<file path="config.mk">
export PLATFORM = sky130hd
export DESIGN_NAME = ddr_read_burst_strobe
export DESIGN_NICKNAME = d
export VERILOG_FILES = /design/src/rtl/flash_pkg.sv /design/src/rtl/ddr_read_burst_strobe.sv /design/src/rtl/word_fifo.sv
export VERILOG_INCLUDE_DIRS = /design/src /design/src/rtl
export SDC_FILE = /design/constraint.sdc
export NUM_CORES = 1
export LEC_CHECK = 0
export BUFFER_PORTS_ARGS = -buffer_cell sky130_fd_sc_hd__buf_4
export CORE_AREA = 5 5 176 161
export CTS_BUF_LIST = sky130_fd_sc_hd__clkbuf_16
export DETAILED_ROUTE_END_ITERATION = 12
export DIE_AREA = 0 0 181 166
export PLACE_DENSITY = 0.65
export REMOVE_ABC_BUFFERS = 1
export SETUP_SLACK_MARGIN = 0.2
export SLEW_MARGIN = 20
export SYNTH_ARGS = -nofsm -noshare
export SYNTH_HDL_FRONTEND = slang
export SYNTH_SLANG_ARGS = --single-unit
</file>
<file path="constraint.sdc">
create_clock -name clk -period 3.71 [get_ports clk]
set_input_delay 0.371 -clock clk [delete_from_list [all_inputs] [get_ports clk]]
set_output_delay 0.371 -clock clk [all_outputs]
set_load 0.02 [all_outputs]
</file>
<file path="src/rtl/flash_params.svh">
// Notes on behaviour
// (RULE_01) Flash drives strobe only with read data
// (RULE_02) Strobe edges align with data edges
// (RULE_03) One strobe transition per data byte
// (RULE_04) Host phase-shifts strobe to capture data
// (RULE_05) Strobe starts toggling at first valid data
// (RULE_06) Strobe toggles while selected and clocked
// (RULE_07) Page latency or ECC stall holds strobe
// (RULE_08) Linear, wrapped and hybrid burst orders; the code has only the linear and wrapped orders
// (RULE_09) Linear burst increments from start address
// (RULE_10) Wrapped burst returns to group start
// (RULE_11) Kind bit set forces linear burst
// (RULE_12) Wrap field 10/11/01 gives 16/32/64 bytes
// (RULE_13) Wrap counts words in aligned group
// (RULE_14) 32-byte wrap covers 16 words
// (RULE_15) 64-byte wrap covers 32 words
// (RULE_16) Command cycles 0-2, first data cycle 18
// (RULE_17) 64-byte wrap half crossing inserts idle cycles
// (RULE_18) Chip select high stops driving, drops burst
`ifndef FLASH_PARAMS_SVH
`define FLASH_PARAMS_SVH

// Data and address widths
`define WORD_W 16
`define BYTE_W 8
`define ADDR_W 32
`define CA_W 48

// Command-address phase: six bytes over cycles 0 to 2
`define CA_LAST_BYTE 3'h5
`define BURST_KIND_BIT 45

// Latency code 16: first data word in host cycle 18
`define FIRST_DATA_CYCLE 6'h12
`define CYC_SAT 6'h3f

// Wrap-size field encodings
`define WRAP_SEL_16B 2'h2
`define WRAP_SEL_32B 2'h3
`define WRAP_SEL_64B 2'h1
`define WRAP_SEL_NONE 2'h0

// Word masks of the wrap groups
`define MASK_16B 5'h07
`define MASK_32B 5'h0f
`define MASK_64B 5'h1f

// Words in one half of a 64-byte group
`define HALF_GROUP 6'h10

// Output buffer depth
`define FIFO_DEPTH 8

`endif

</file>
<file path="src/rtl/flash_pkg.sv">
package flash_pkg;

  // Sequencer states of one read frame
  typedef enum logic [1:0] {
    ST_IDLE,
    ST_CMD,
    ST_LAT,
    ST_DATA
  } seq_state_t;

  // Everything the device drives onto the octal bus
  typedef struct packed {
    logic [7:0] dq;
    logic dq_oe;
    logic strobe;
    logic strobe_oe;
  } bus_drive_t;

endpackage

</file>
<file path="src/rtl/ddr_read_burst_strobe.sv">
`timescale 1ns/1ns
`include "flash_params.svh"
module ddr_read_burst_strobe (
  // System
  input wire logic clk,
  input wire logic rst_n,
  // Host pins, asynchronous to clk
  input wire logic host_clk_pin,
  input wire logic sel_n_pin,
  input wire logic [7:0] dq_in,
  // Drive toward the host pins
  output flash_pkg::bus_drive_t bus_out,
  // Static configuration and array stalls
  input wire logic [1:0] cfg_wrap_size,
  input wire logic page_stall,
  input wire logic ecc_stall,
  // Array read stream
  output logic [`ADDR_W-1:0] fetch_addr,
  input wire logic core_valid,
  input wire logic [`WORD_W-1:0] core_data,
  output logic core_ready
);

  // Synchroniser stages; stage one is read only by stage two
  logic ck_s1, ck_s2, ck_s3;
  logic sel_s1, sel_s2;
  logic [7:0] dq_s1, dq_s2;
  // Frame sequencing
  flash_pkg::seq_state_t state_reg, state_next;
  logic [5:0] cyc_reg;
  logic [2:0] byte_cnt_reg;
  logic [`CA_W-1:0] ca_reg;
  // Burst set-up latched at the end of the command phase
  logic linear_reg;
  logic [4:0] mask_reg;
  logic [2:0] start_off_reg;
  // Address side
  logic [`ADDR_W-1:0] addr_reg;
  logic issue_on_reg;
  logic [5:0] issue_cnt_reg;
  // Drain side
  logic [5:0] sent_cnt_reg;
  logic [2:0] idle_cnt_reg;
  logic [7:0] low_byte_reg;
  logic low_pend_reg;
  flash_pkg::bus_drive_t bus_reg;

  // Decoded wires
  logic ck_rise, ck_fall, ck_edge, selected; // Host edges, select
  logic [`CA_W-1:0] ca_full; // Command word with the newest byte
  logic ca_done, linear_w; // Command end and burst kind
  logic [4:0] mask_w; // Group mask from the wrap field
  logic [`ADDR_W-1:0] mask32, addr_inc, addr_step; // Address walk
  logic [5:0] grp_len, gap_at; // Group length and gap position
  logic issue_go, issue_last, wrap64, idle_gap, hold, data_slot, pop;
  logic fifo_in_ready, fifo_out_valid; // Buffer handshakes
  logic [`WORD_W-1:0] fifo_out_data; // Word at the buffer head

  // Bring host pins into the clk domain, two flops each, plus a third clk flop on the host clock for edge detection
  always_ff @(posedge clk or negedge rst_n) begin
    if (!rst_n) begin
      ck_s1 <= 1'b0;
      ck_s2 <= 1'b0;
      ck_s3 <= 1'b0;
      sel_s1 <= 1'b0;
      sel_s2 <= 1'b0;
      dq_s1 <= 8'h00;
      dq_s2 <= 8'h00;
    end else begin
      ck_s1 <= host_clk_pin;
      ck_s2 <= ck_s1;
      ck_s3 <= ck_s2;
      sel_s1 <= ~sel_n_pin;
      sel_s2 <= sel_s1;
      dq_s1 <= dq_in;
      dq_s2 <= dq_s1;
    end
  end

  // Host clock edges; dq has the same delay so it lines up
  assign ck_rise = ck_s2 & ~ck_s3;
  assign ck_fall = ~ck_s2 & ck_s3;
  assign ck_edge = ck_rise | ck_fall;
  assign selected = sel_s2;

  // Six command-address bytes, first byte is the top
  assign ca_full = {ca_reg[`CA_W-9:0], dq_s2};
  assign ca_done = (state_reg == flash_pkg::ST_CMD) & ck_edge &
                   (byte_cnt_reg == `CA_LAST_BYTE);

  // (RULE_08) hybrid order is served as linear
  // (RULE_11) kind bit decode
  assign linear_w = ca_full[`BURST_KIND_BIT] |
                    (cfg_wrap_size == `WRAP_SEL_NONE);

  // (RULE_12) wrap size select
  assign mask_w = (cfg_wrap_size == `WRAP_SEL_16B) ? `MASK_16B :
                  (cfg_wrap_size == `WRAP_SEL_32B) ? `MASK_32B :
                  (cfg_wrap_size == `WRAP_SEL_64B) ? `MASK_64B : 5'h00;

  // (RULE_09) linear next address
  assign addr_inc = addr_reg + 32'h0000_0001;
  assign mask32 = {27'h0000000, mask_reg};
  // (RULE_13) stay inside aligned group
  assign addr_step = linear_reg ? addr_inc :
                     ((addr_reg & ~mask32) | (addr_inc & mask32));
  // (RULE_15) 64-byte group is 32 words
  assign grp_len = {1'b0, mask_reg} + 6'h01;

  // Address side handshake; the full buffer stalls the array
  assign core_ready = issue_on_reg & fifo_in_ready & selected;
  assign issue_go = core_valid & core_ready;
  // (RULE_14) wrapped bursts stop after one group
  assign issue_last = ~linear_reg & (issue_cnt_reg == grp_len - 6'h01);
  assign fetch_addr = addr_reg;

  // (RULE_17) idle gap position and length
  assign wrap64 = ~linear_reg & (mask_reg == `MASK_64B);
  assign gap_at = `HALF_GROUP - {3'h0, start_off_reg};
  assign idle_gap = wrap64 & (start_off_reg != 3'h0) &
                    (sent_cnt_reg == gap_at) &
                    (idle_cnt_reg < start_off_reg);

  // (RULE_07) stalls freeze the strobe
  assign hold = page_stall | ecc_stall | idle_gap;
  // (RULE_16) data slots from cycle 18
  assign data_slot = ck_rise & selected & (cyc_reg >= `FIRST_DATA_CYCLE) &
                     ((state_reg == flash_pkg::ST_LAT) |
                      (state_reg == flash_pkg::ST_DATA));
  // (RULE_05) send only when a word is ready
  assign pop = data_slot & ~hold & fifo_out_valid;

  // Next state of the frame
  always_comb begin
    state_next = state_reg;
    case (state_reg)
      flash_pkg::ST_IDLE: begin
        if (selected) begin
          state_next = flash_pkg::ST_CMD;
        end
      end
      flash_pkg::ST_CMD: begin
        if (ca_done) begin
          state_next = flash_pkg::ST_LAT;
        end
      end
      flash_pkg::ST_LAT: begin
        if (data_slot) begin
          state_next = flash_pkg::ST_DATA;
        end
      end
      flash_pkg::ST_DATA: begin
        // (RULE_06) keep sending until deselect
        state_next = flash_pkg::ST_DATA;
      end
      default: begin
        state_next = flash_pkg::ST_IDLE;
      end
    endcase
    // (RULE_18) deselect ends the frame
    if (!selected) begin
      state_next = flash_pkg::ST_IDLE;
    end
  end

  // State and host cycle count, cycle 0 is the first rise
  always_ff @(posedge clk or negedge rst_n) begin
    if (!rst_n) begin
      state_reg <= flash_pkg::ST_IDLE;
      cyc_reg <= 6'h00;
    end else begin
      state_reg <= state_next;
      if (!selected) begin
        cyc_reg <= 6'h00;
      end else if (ck_rise && cyc_reg != `CYC_SAT) begin
        cyc_reg <= cyc_reg + 6'h01;
      end
    end
  end

  // Collect command bytes on both host clock edges
  always_ff @(posedge clk or negedge rst_n) begin
    if (!rst_n) begin
      byte_cnt_reg <= 3'h0;
      ca_reg <= 48'h0000_0000_0000;
    end else if (!selected) begin
      byte_cnt_reg <= 3'h0;
    end else if (state_next == flash_pkg::ST_CMD && ck_edge) begin
      byte_cnt_reg <= byte_cnt_reg + 3'h1;
      ca_reg <= ca_full;
    end
  end

  // Latch burst kind, group and start at the last command byte
  always_ff @(posedge clk or negedge rst_n) begin
    if (!rst_n) begin
      linear_reg <= 1'b1;
      mask_reg <= 5'h00;
      start_off_reg <= 3'h0;
    end else if (ca_done) begin
      linear_reg <= linear_w;
      mask_reg <= mask_w;
      start_off_reg <= ca_full[2:0];
    end
  end

  // (RULE_10) fetch address walk
  always_ff @(posedge clk or negedge rst_n) begin
    if (!rst_n) begin
      addr_reg <= 32'h0000_0000;
      issue_on_reg <= 1'b0;
      issue_cnt_reg <= 6'h00;
    end else if (!selected) begin
      issue_on_reg <= 1'b0;
      issue_cnt_reg <= 6'h00;
    end else if (ca_done) begin
      addr_reg <= ca_full[`ADDR_W-1:0];
      issue_on_reg <= 1'b1;
      issue_cnt_reg <= 6'h00;
    end else if (issue_go) begin
      addr_reg <= addr_step;
      issue_cnt_reg <= issue_cnt_reg + 6'h01;
      if (issue_last) begin
        issue_on_reg <= 1'b0;
      end
    end
  end

  // Words sent and idle cycles already spent in the gap
  always_ff @(posedge clk or negedge rst_n) begin
    if (!rst_n) begin
      sent_cnt_reg <= 6'h00;
      idle_cnt_reg <= 3'h0;
    end else if (!selected) begin
      sent_cnt_reg <= 6'h00;
      idle_cnt_reg <= 3'h0;
    end else begin
      if (pop) begin
        sent_cnt_reg <= sent_cnt_reg + 6'h01;
      end
      if (data_slot && idle_gap) begin
        idle_cnt_reg <= idle_cnt_reg + 3'h1;
      end
    end
  end

  // Pin drive: high byte with strobe high on the rise,
  // low byte with strobe low on the fall of the same cycle
  always_ff @(posedge clk or negedge rst_n) begin
    if (!rst_n) begin
      bus_reg <= '0;
      low_byte_reg <= 8'h00;
      low_pend_reg <= 1'b0;
    end else if (!selected) begin
      // (RULE_18) release the pins
      bus_reg <= '0;
      low_pend_reg <= 1'b0;
    end else if (pop) begin
      // (RULE_02) data and strobe together
      bus_reg.dq <= fifo_out_data[15:8];
      bus_reg.strobe <= 1'b1;
      bus_reg.dq_oe <= 1'b1;
      bus_reg.strobe_oe <= 1'b1;
      low_byte_reg <= fifo_out_data[7:0];
      low_pend_reg <= 1'b1;
    end else if (ck_fall && low_pend_reg) begin
      // (RULE_03) second edge for low byte
      bus_reg.dq <= low_byte_reg;
      bus_reg.strobe <= 1'b0;
      low_pend_reg <= 1'b0;
    end else if (data_slot) begin
      // (RULE_01) drive strobe low while stalled
      bus_reg.dq_oe <= 1'b1;
      bus_reg.strobe_oe <= 1'b1;
    end
  end

  assign bus_out = bus_reg;

  // Buffer between the array stream and the pins
  word_fifo #(.WIDTH(`WORD_W), .DEPTH(`FIFO_DEPTH)) u_fifo (
    .clk(clk),
    .rst_n(rst_n),
    .flush(~selected),
    .in_valid(core_valid & issue_on_reg & selected),
    .in_ready(fifo_in_ready),
    .in_data(core_data),
    .out_valid(fifo_out_valid),
    .out_ready(pop),
    .out_data(fifo_out_data)
  );

  // Strobe rises only on a sent word
  property p_rise_on_pop;
    @(posedge clk) disable iff (!rst_n)
    $rose(bus_reg.strobe) |-> $past(pop);
  endproperty
  a_rise_on_pop: assert property (p_rise_on_pop) // RULE_03
    else $error("strobe rose without a word");

  // High byte appears with the strobe rise
  property p_edge_aligned;
    @(posedge clk) disable iff (!rst_n)
    pop |=> bus_reg.strobe && bus_reg.dq == $past(fifo_out_data[15:8]);
  endproperty
  a_edge_aligned: assert property (p_edge_aligned) // RULE_02
    else $error("data and strobe not aligned");

  // While selected, the strobe falls only on a host clock fall
  property p_fall_on_fall;
    @(posedge clk) disable iff (!rst_n)
    ($fell(bus_reg.strobe) && selected) |-> $past(ck_fall);
  endproperty
  a_fall_on_fall: assert property (p_fall_on_fall) // RULE_02
    else $error("strobe fell off a host fall");

  // No data before host cycle 18
  property p_first_cycle;
    @(posedge clk) disable iff (!rst_n)
    $rose(bus_reg.strobe) |-> cyc_reg > `FIRST_DATA_CYCLE;
  endproperty
  a_first_cycle: assert property (p_first_cycle) // RULE_16
    else $error("data before first data cycle");

  // Stalls keep the strobe still
  property p_stall_hold;
    @(posedge clk) disable iff (!rst_n)
    (data_slot && (page_stall || ecc_stall)) |=> !$rose(bus_reg.strobe);
  endproperty
  a_stall_hold: assert property (p_stall_hold) // RULE_07
    else $error("strobe moved during a stall");

  // Wrapped addresses never leave their group
  property p_wrap_group;
    @(posedge clk) disable iff (!rst_n)
    (issue_go && !linear_reg) |=>
      (addr_reg & ~mask32) == $past(addr_reg & ~mask32);
  endproperty
  a_wrap_group: assert property (p_wrap_group) // RULE_10
    else $error("wrapped address left its group");

  // Linear addresses step by one word
  property p_linear_step;
    @(posedge clk) disable iff (!rst_n)
    (issue_go && linear_reg) |=> addr_reg == $past(addr_inc);
  endproperty
  a_linear_step: assert property (p_linear_step) // RULE_09
    else $error("linear address did not increment");

  // Deselect releases both pins on the next clk edge
  property p_release;
    @(posedge clk) disable iff (!rst_n)
    !selected |=> !bus_reg.strobe_oe && !bus_reg.dq_oe;
  endproperty
  a_release: assert property (p_release) // RULE_18
    else $error("pins driven while deselected");

  // Gap cycles carry no strobe edge
  property p_gap_idle;
    @(posedge clk) disable iff (!rst_n)
    (data_slot && idle_gap) |=> !$rose(bus_reg.strobe);
  endproperty
  a_gap_idle: assert property (p_gap_idle) // RULE_17
    else $error("strobe toggled in the half gap");

endmodule

</file>
<file path="src/rtl/word_fifo.sv">
`timescale 1ns/1ns
module word_fifo #(
  parameter int WIDTH = 16,
  parameter int DEPTH = 8
) (
  // System
  input wire logic clk,
  input wire logic rst_n,
  input wire logic flush,
  // Fill side
  input wire logic in_valid,
  output logic in_ready,
  input wire logic [WIDTH-1:0] in_data,
  // Drain side
  output logic out_valid,
  input wire logic out_ready,
  output logic [WIDTH-1:0] out_data
);

  localparam int PW = $clog2(DEPTH);

  // Storage and pointers
  logic [WIDTH-1:0] mem [DEPTH];
  logic [PW-1:0] wr_ptr_reg;
  logic [PW-1:0] rd_ptr_reg;
  logic [PW:0] count_reg;
  logic push;
  logic pop;

  // Honest full and empty from the occupancy count
  assign in_ready = (count_reg != (PW+1)'(DEPTH));
  assign out_valid = (count_reg != '0);
  assign push = in_valid & in_ready;
  assign pop = out_valid & out_ready;
  assign out_data = mem[rd_ptr_reg];

  // Storage write, no reset needed for data
  always_ff @(posedge clk) begin
    if (push) begin
      mem[wr_ptr_reg] <= in_data;
    end
  end

  // Pointers wrap at the depth; flush empties in one edge
  always_ff @(posedge clk or negedge rst_n) begin
    if (!rst_n) begin
      wr_ptr_reg <= '0;
      rd_ptr_reg <= '0;
      count_reg <= '0;
    end else if (flush) begin
      wr_ptr_reg <= '0;
      rd_ptr_reg <= '0;
      count_reg <= '0;
    end else begin
      if (push) begin
        wr_ptr_reg <= (wr_ptr_reg == PW'(DEPTH-1)) ? '0 : wr_ptr_reg + 1'b1;
      end
      if (pop) begin
        rd_ptr_reg <= (rd_ptr_reg == PW'(DEPTH-1)) ? '0 : rd_ptr_reg + 1'b1;
      end
      count_reg <= count_reg + (PW+1)'(push) - (PW+1)'(pop);
    end
  end

endmodule
</file>
==> results.yml <==
placement:
  place.gp.congestion: 0.815
  io_buffers: 76
  placed_area_sq_um: 12800
  dp_slack_ps: 837
  hpwlAfterDp_mm: 16.5
critical_path:
  critPathArrivalTime_ps: 3320
  timing.rr.end: "u_fifo.count_reg[2]"
  required_ps: 4110
  critPathKind: "reg -> reg"
  startpoint_type: "flop"
  ff2ff_setup_slack_ps: 790
  crit_fanout: 3
  rr_startpoint: "start_off_reg[1]"
  startpoint: "start_off_reg[1]"
  crit_path_end_kind: "flop"
  r2r_cells: 14
  crit_path_end: "u_fifo.count_reg[2]"
outcome:
  outcome: "finished clean"
floorplanning:
  die_area_sq_um: 30000
  die_width_um: 181
  coreArea_sq_um: 26500
  rows: 57
  die_height_um: 166
  ios: 77
  initial_core_util_pct: 44.1
pwr:
  p_sw_uw: 1490
  p_clk_share_pct: 41.8
  comb_power_share_pct: 6.0
  p_sw_share_pct: 22.8
  powerDensity_nw_per_um2: 474
  ir_drop_mv: 0.515
  intPower_uw: 5040
  power_frac_seq_pct: 52.2
  p_leak_uw: 0.00532
global_route:
  met1_usage_pct: 25.5
  grt_max_degree: 71
  grt_use_met3_pct: 2.69
  grt_pass1_wl_mm: 42.1
  use_met2_pct: 27.7
  grt_overflow: 0
  antenna_found_initial: 0
  grt_pass1_vias: 7348
  busiest_layer: "met2"
  grtUsageTotal_pct: 17.4
route:
  first_pass_iters: 5
  routedWlPerCell_um: 19.9
  avgViaCountPerCell: 5.59
  drt_iter0_markers: 638
  route.detailed.drc: 0
  drt_wl_total_mm: 26.2
  vias: 7376
  ant_nets: 0
timing:
  fin_hold_ws_ps: 45.5
  skew_ps: 23.5
  period_needed_ps: 2920
  fmax_mhz: 343
  rsz0062_at_grt: "false"
  finalMaxSlewViolations: 0
  worst_pin_slew_ps: 1040
  fin_crit_sh_pct: 78.6
  fin_ws_ps: 794
  relSlewSlack_pct: 30.0
  setup_violations: 0
  hold_violations: 0
cells_and_area:
  antenna_cells: 0
  final_nets: 1002
  drive_above_1_share_pct: 24.2
  fin_area_sq_um: 13800
  largest_reg_flops: 128
  fill_cells: 2230
  seqCellArea_sq_um: 7370
  multi_input_area_sq_um: 4060
  fin_util_pct: 52.1
  area_delta_synth_final_pct: 18.2
synth:
  ys_async_sr_fraction_pct: 52.4
  synth_cells: 843
  synth_area_leaders: "edfxtp_1, dfrtp_1, mux4_2, mux2_2, ha_1"
  yosys_most_used_dff: "dfrtp_1"
  syn_area_sq_um: 11700
  yosysMostFrequentCell: "dfrtp_1"
  ys_types: 59
  yosysTopAreaCell: "edfxtp_1"
  ys_seq_area_share_pct: 63.3
  synth_edf_count: 128
  synth_top_area_share_pct: 33.0
  ys_ff_latch: 269
  yosys_warnings: 0
  synth_commonest_cells: "dfrtp_1, edfxtp_1, nand2_1, nor2_1, mux2_2"
  avgSynthCellArea_sq_um: 13.8
clock_network:
  clock_path_buffers: 3
  cts_buffers: 28
  clock_tree.root_cell: "clkbuf_16"
  cts_tree: "built"
  cts.clk_slew.worst_paths_ps: 60
  cts-htree-levels: 1
  clock-sinks: 269
  clock_latency_ps: 560
min_path:
  hp-class: "in -> reg"
run:
  maxCapViolations: 0
[final cells by class]
type | instances | share of cell area (%)
flip-flops and latches | 269 | 53.5
multi-input cells | 505 | 29.4
repair buffers | 113 | 6.47
clock buffers | 28 | 5.09
well taps | 354 | 3.21
clock inverters | 24 | 1.52
inverters | 27 | 0.736
[how the worst min path moves through the flow]
| stage | startpoint | end | slack [ps] | depth (start not counted) |
|---|---|---|---|---|
| floorplan | rst_n | asynchronous set/reset pin | 80 | 0 |
| detailed placement | dq_s1[4] | dq_s2[4] | 340 | 0 |
| CTS | core_data[15] | u_fifo.mem[6][15] | 20 | 1 |
| global placement | dq_s1[6] | dq_s2[6] | 330 | 0 |
| global route | core_data[3] | u_fifo.mem[5][3] | 30 | 1 |
| finish | core_data[15] | u_fifo.mem[2][15] | 50 | 1 |
[through the flow]
| stage | instances | power [uW] | setup TNS (ps) |
|---|---|---|---|
| 2_1_floorplan | 801 | 3640 | -994 |
| 3_3_place_gp | 1257 | 3840 | 0 |
| 3_5_place_dp | 1257 | 3850 | 0 |
| 4_1_cts | 1320 | 6600 | 0 |
| 5_1_grt | 1320 | 6800 | 0 |
| 6_report | 1320 | 6530 | 0 |
[timing repair]
item	4_1_cts	5_1_grt
buffers inserted	0	0
hold buffers	11	0
resized for setup	0	0
hold endpoints to repair	78	0
[critical path, cell delays in order, from the launching register on]
cell	delay, ps
dfrtp_1	380
inv_1	100
ha_1	200
ha_1	280
xnor2_1	140
nand3_1	140
nor4_2	310
nor2_2	70
ha_1	270
inv_1	50
ha_1	160
inv_1	60
fa_1	390
xor2_1	160
nor2_1	50
[power groups by stage]
stage               clock [uW]  sequential [uW]  combinational, uW
global placement             0             3460                380
floorplan                    0             3410                224
CTS                       2790             3400                401
detailed placement           0             3460                389
finish                    2730             3410                395
global route              2930             3420                444
[layer usage]
metal  vias to the layer above  wire [um]  part of all wire, %
met4                         0        500                  1.9
met3                        39       1490                  5.7
met1                      3721      11900                   45
met5                         -          0                    0
met2                       219      12300                   47
li1                       3397          -                    -
[cell usage in the layout (no fill, tap or decap), drive strengths merged, types with 4 or more instances in the layout]
cell type / count
a21o: 6
a21oi: 27
a22oi: 13
a31oi: 5
and2: 5
and3: 5
and4: 5
buf: 102
clkbuf: 28
clkinv: 10
dfrtp: 140
dlygate4sd3: 11
edfxtp: 128
ha: 24
inv: 36
mux2: 42
mux2i: 26
mux4: 32
nand2: 59
nand3: 23
nand4: 11
nor2: 51
nor3: 13
nor3b: 5
nor4: 13
o21ai: 40
o311ai: 5
o31a: 4
o31ai: 15
or3: 12
or4: 7
xnor2: 12
xor2: 10
[logic make-up after synthesis]
| kind of cell | Yosys count | synth area share, % |
|---|---|---|
| flops | 269 | 63.3 |
| compound gates | 141 | 7.98 |
| xor+xnor | 22 | 1.65 |
| simple gates | 217 | 9.51 |
| buf+inv | 69 | 2.38 |
| fa+ha+maj | 25 | 2.75 |
| mux | 100 | 12.5 |
Note: power is estimated with default switching activity, not from simulation.
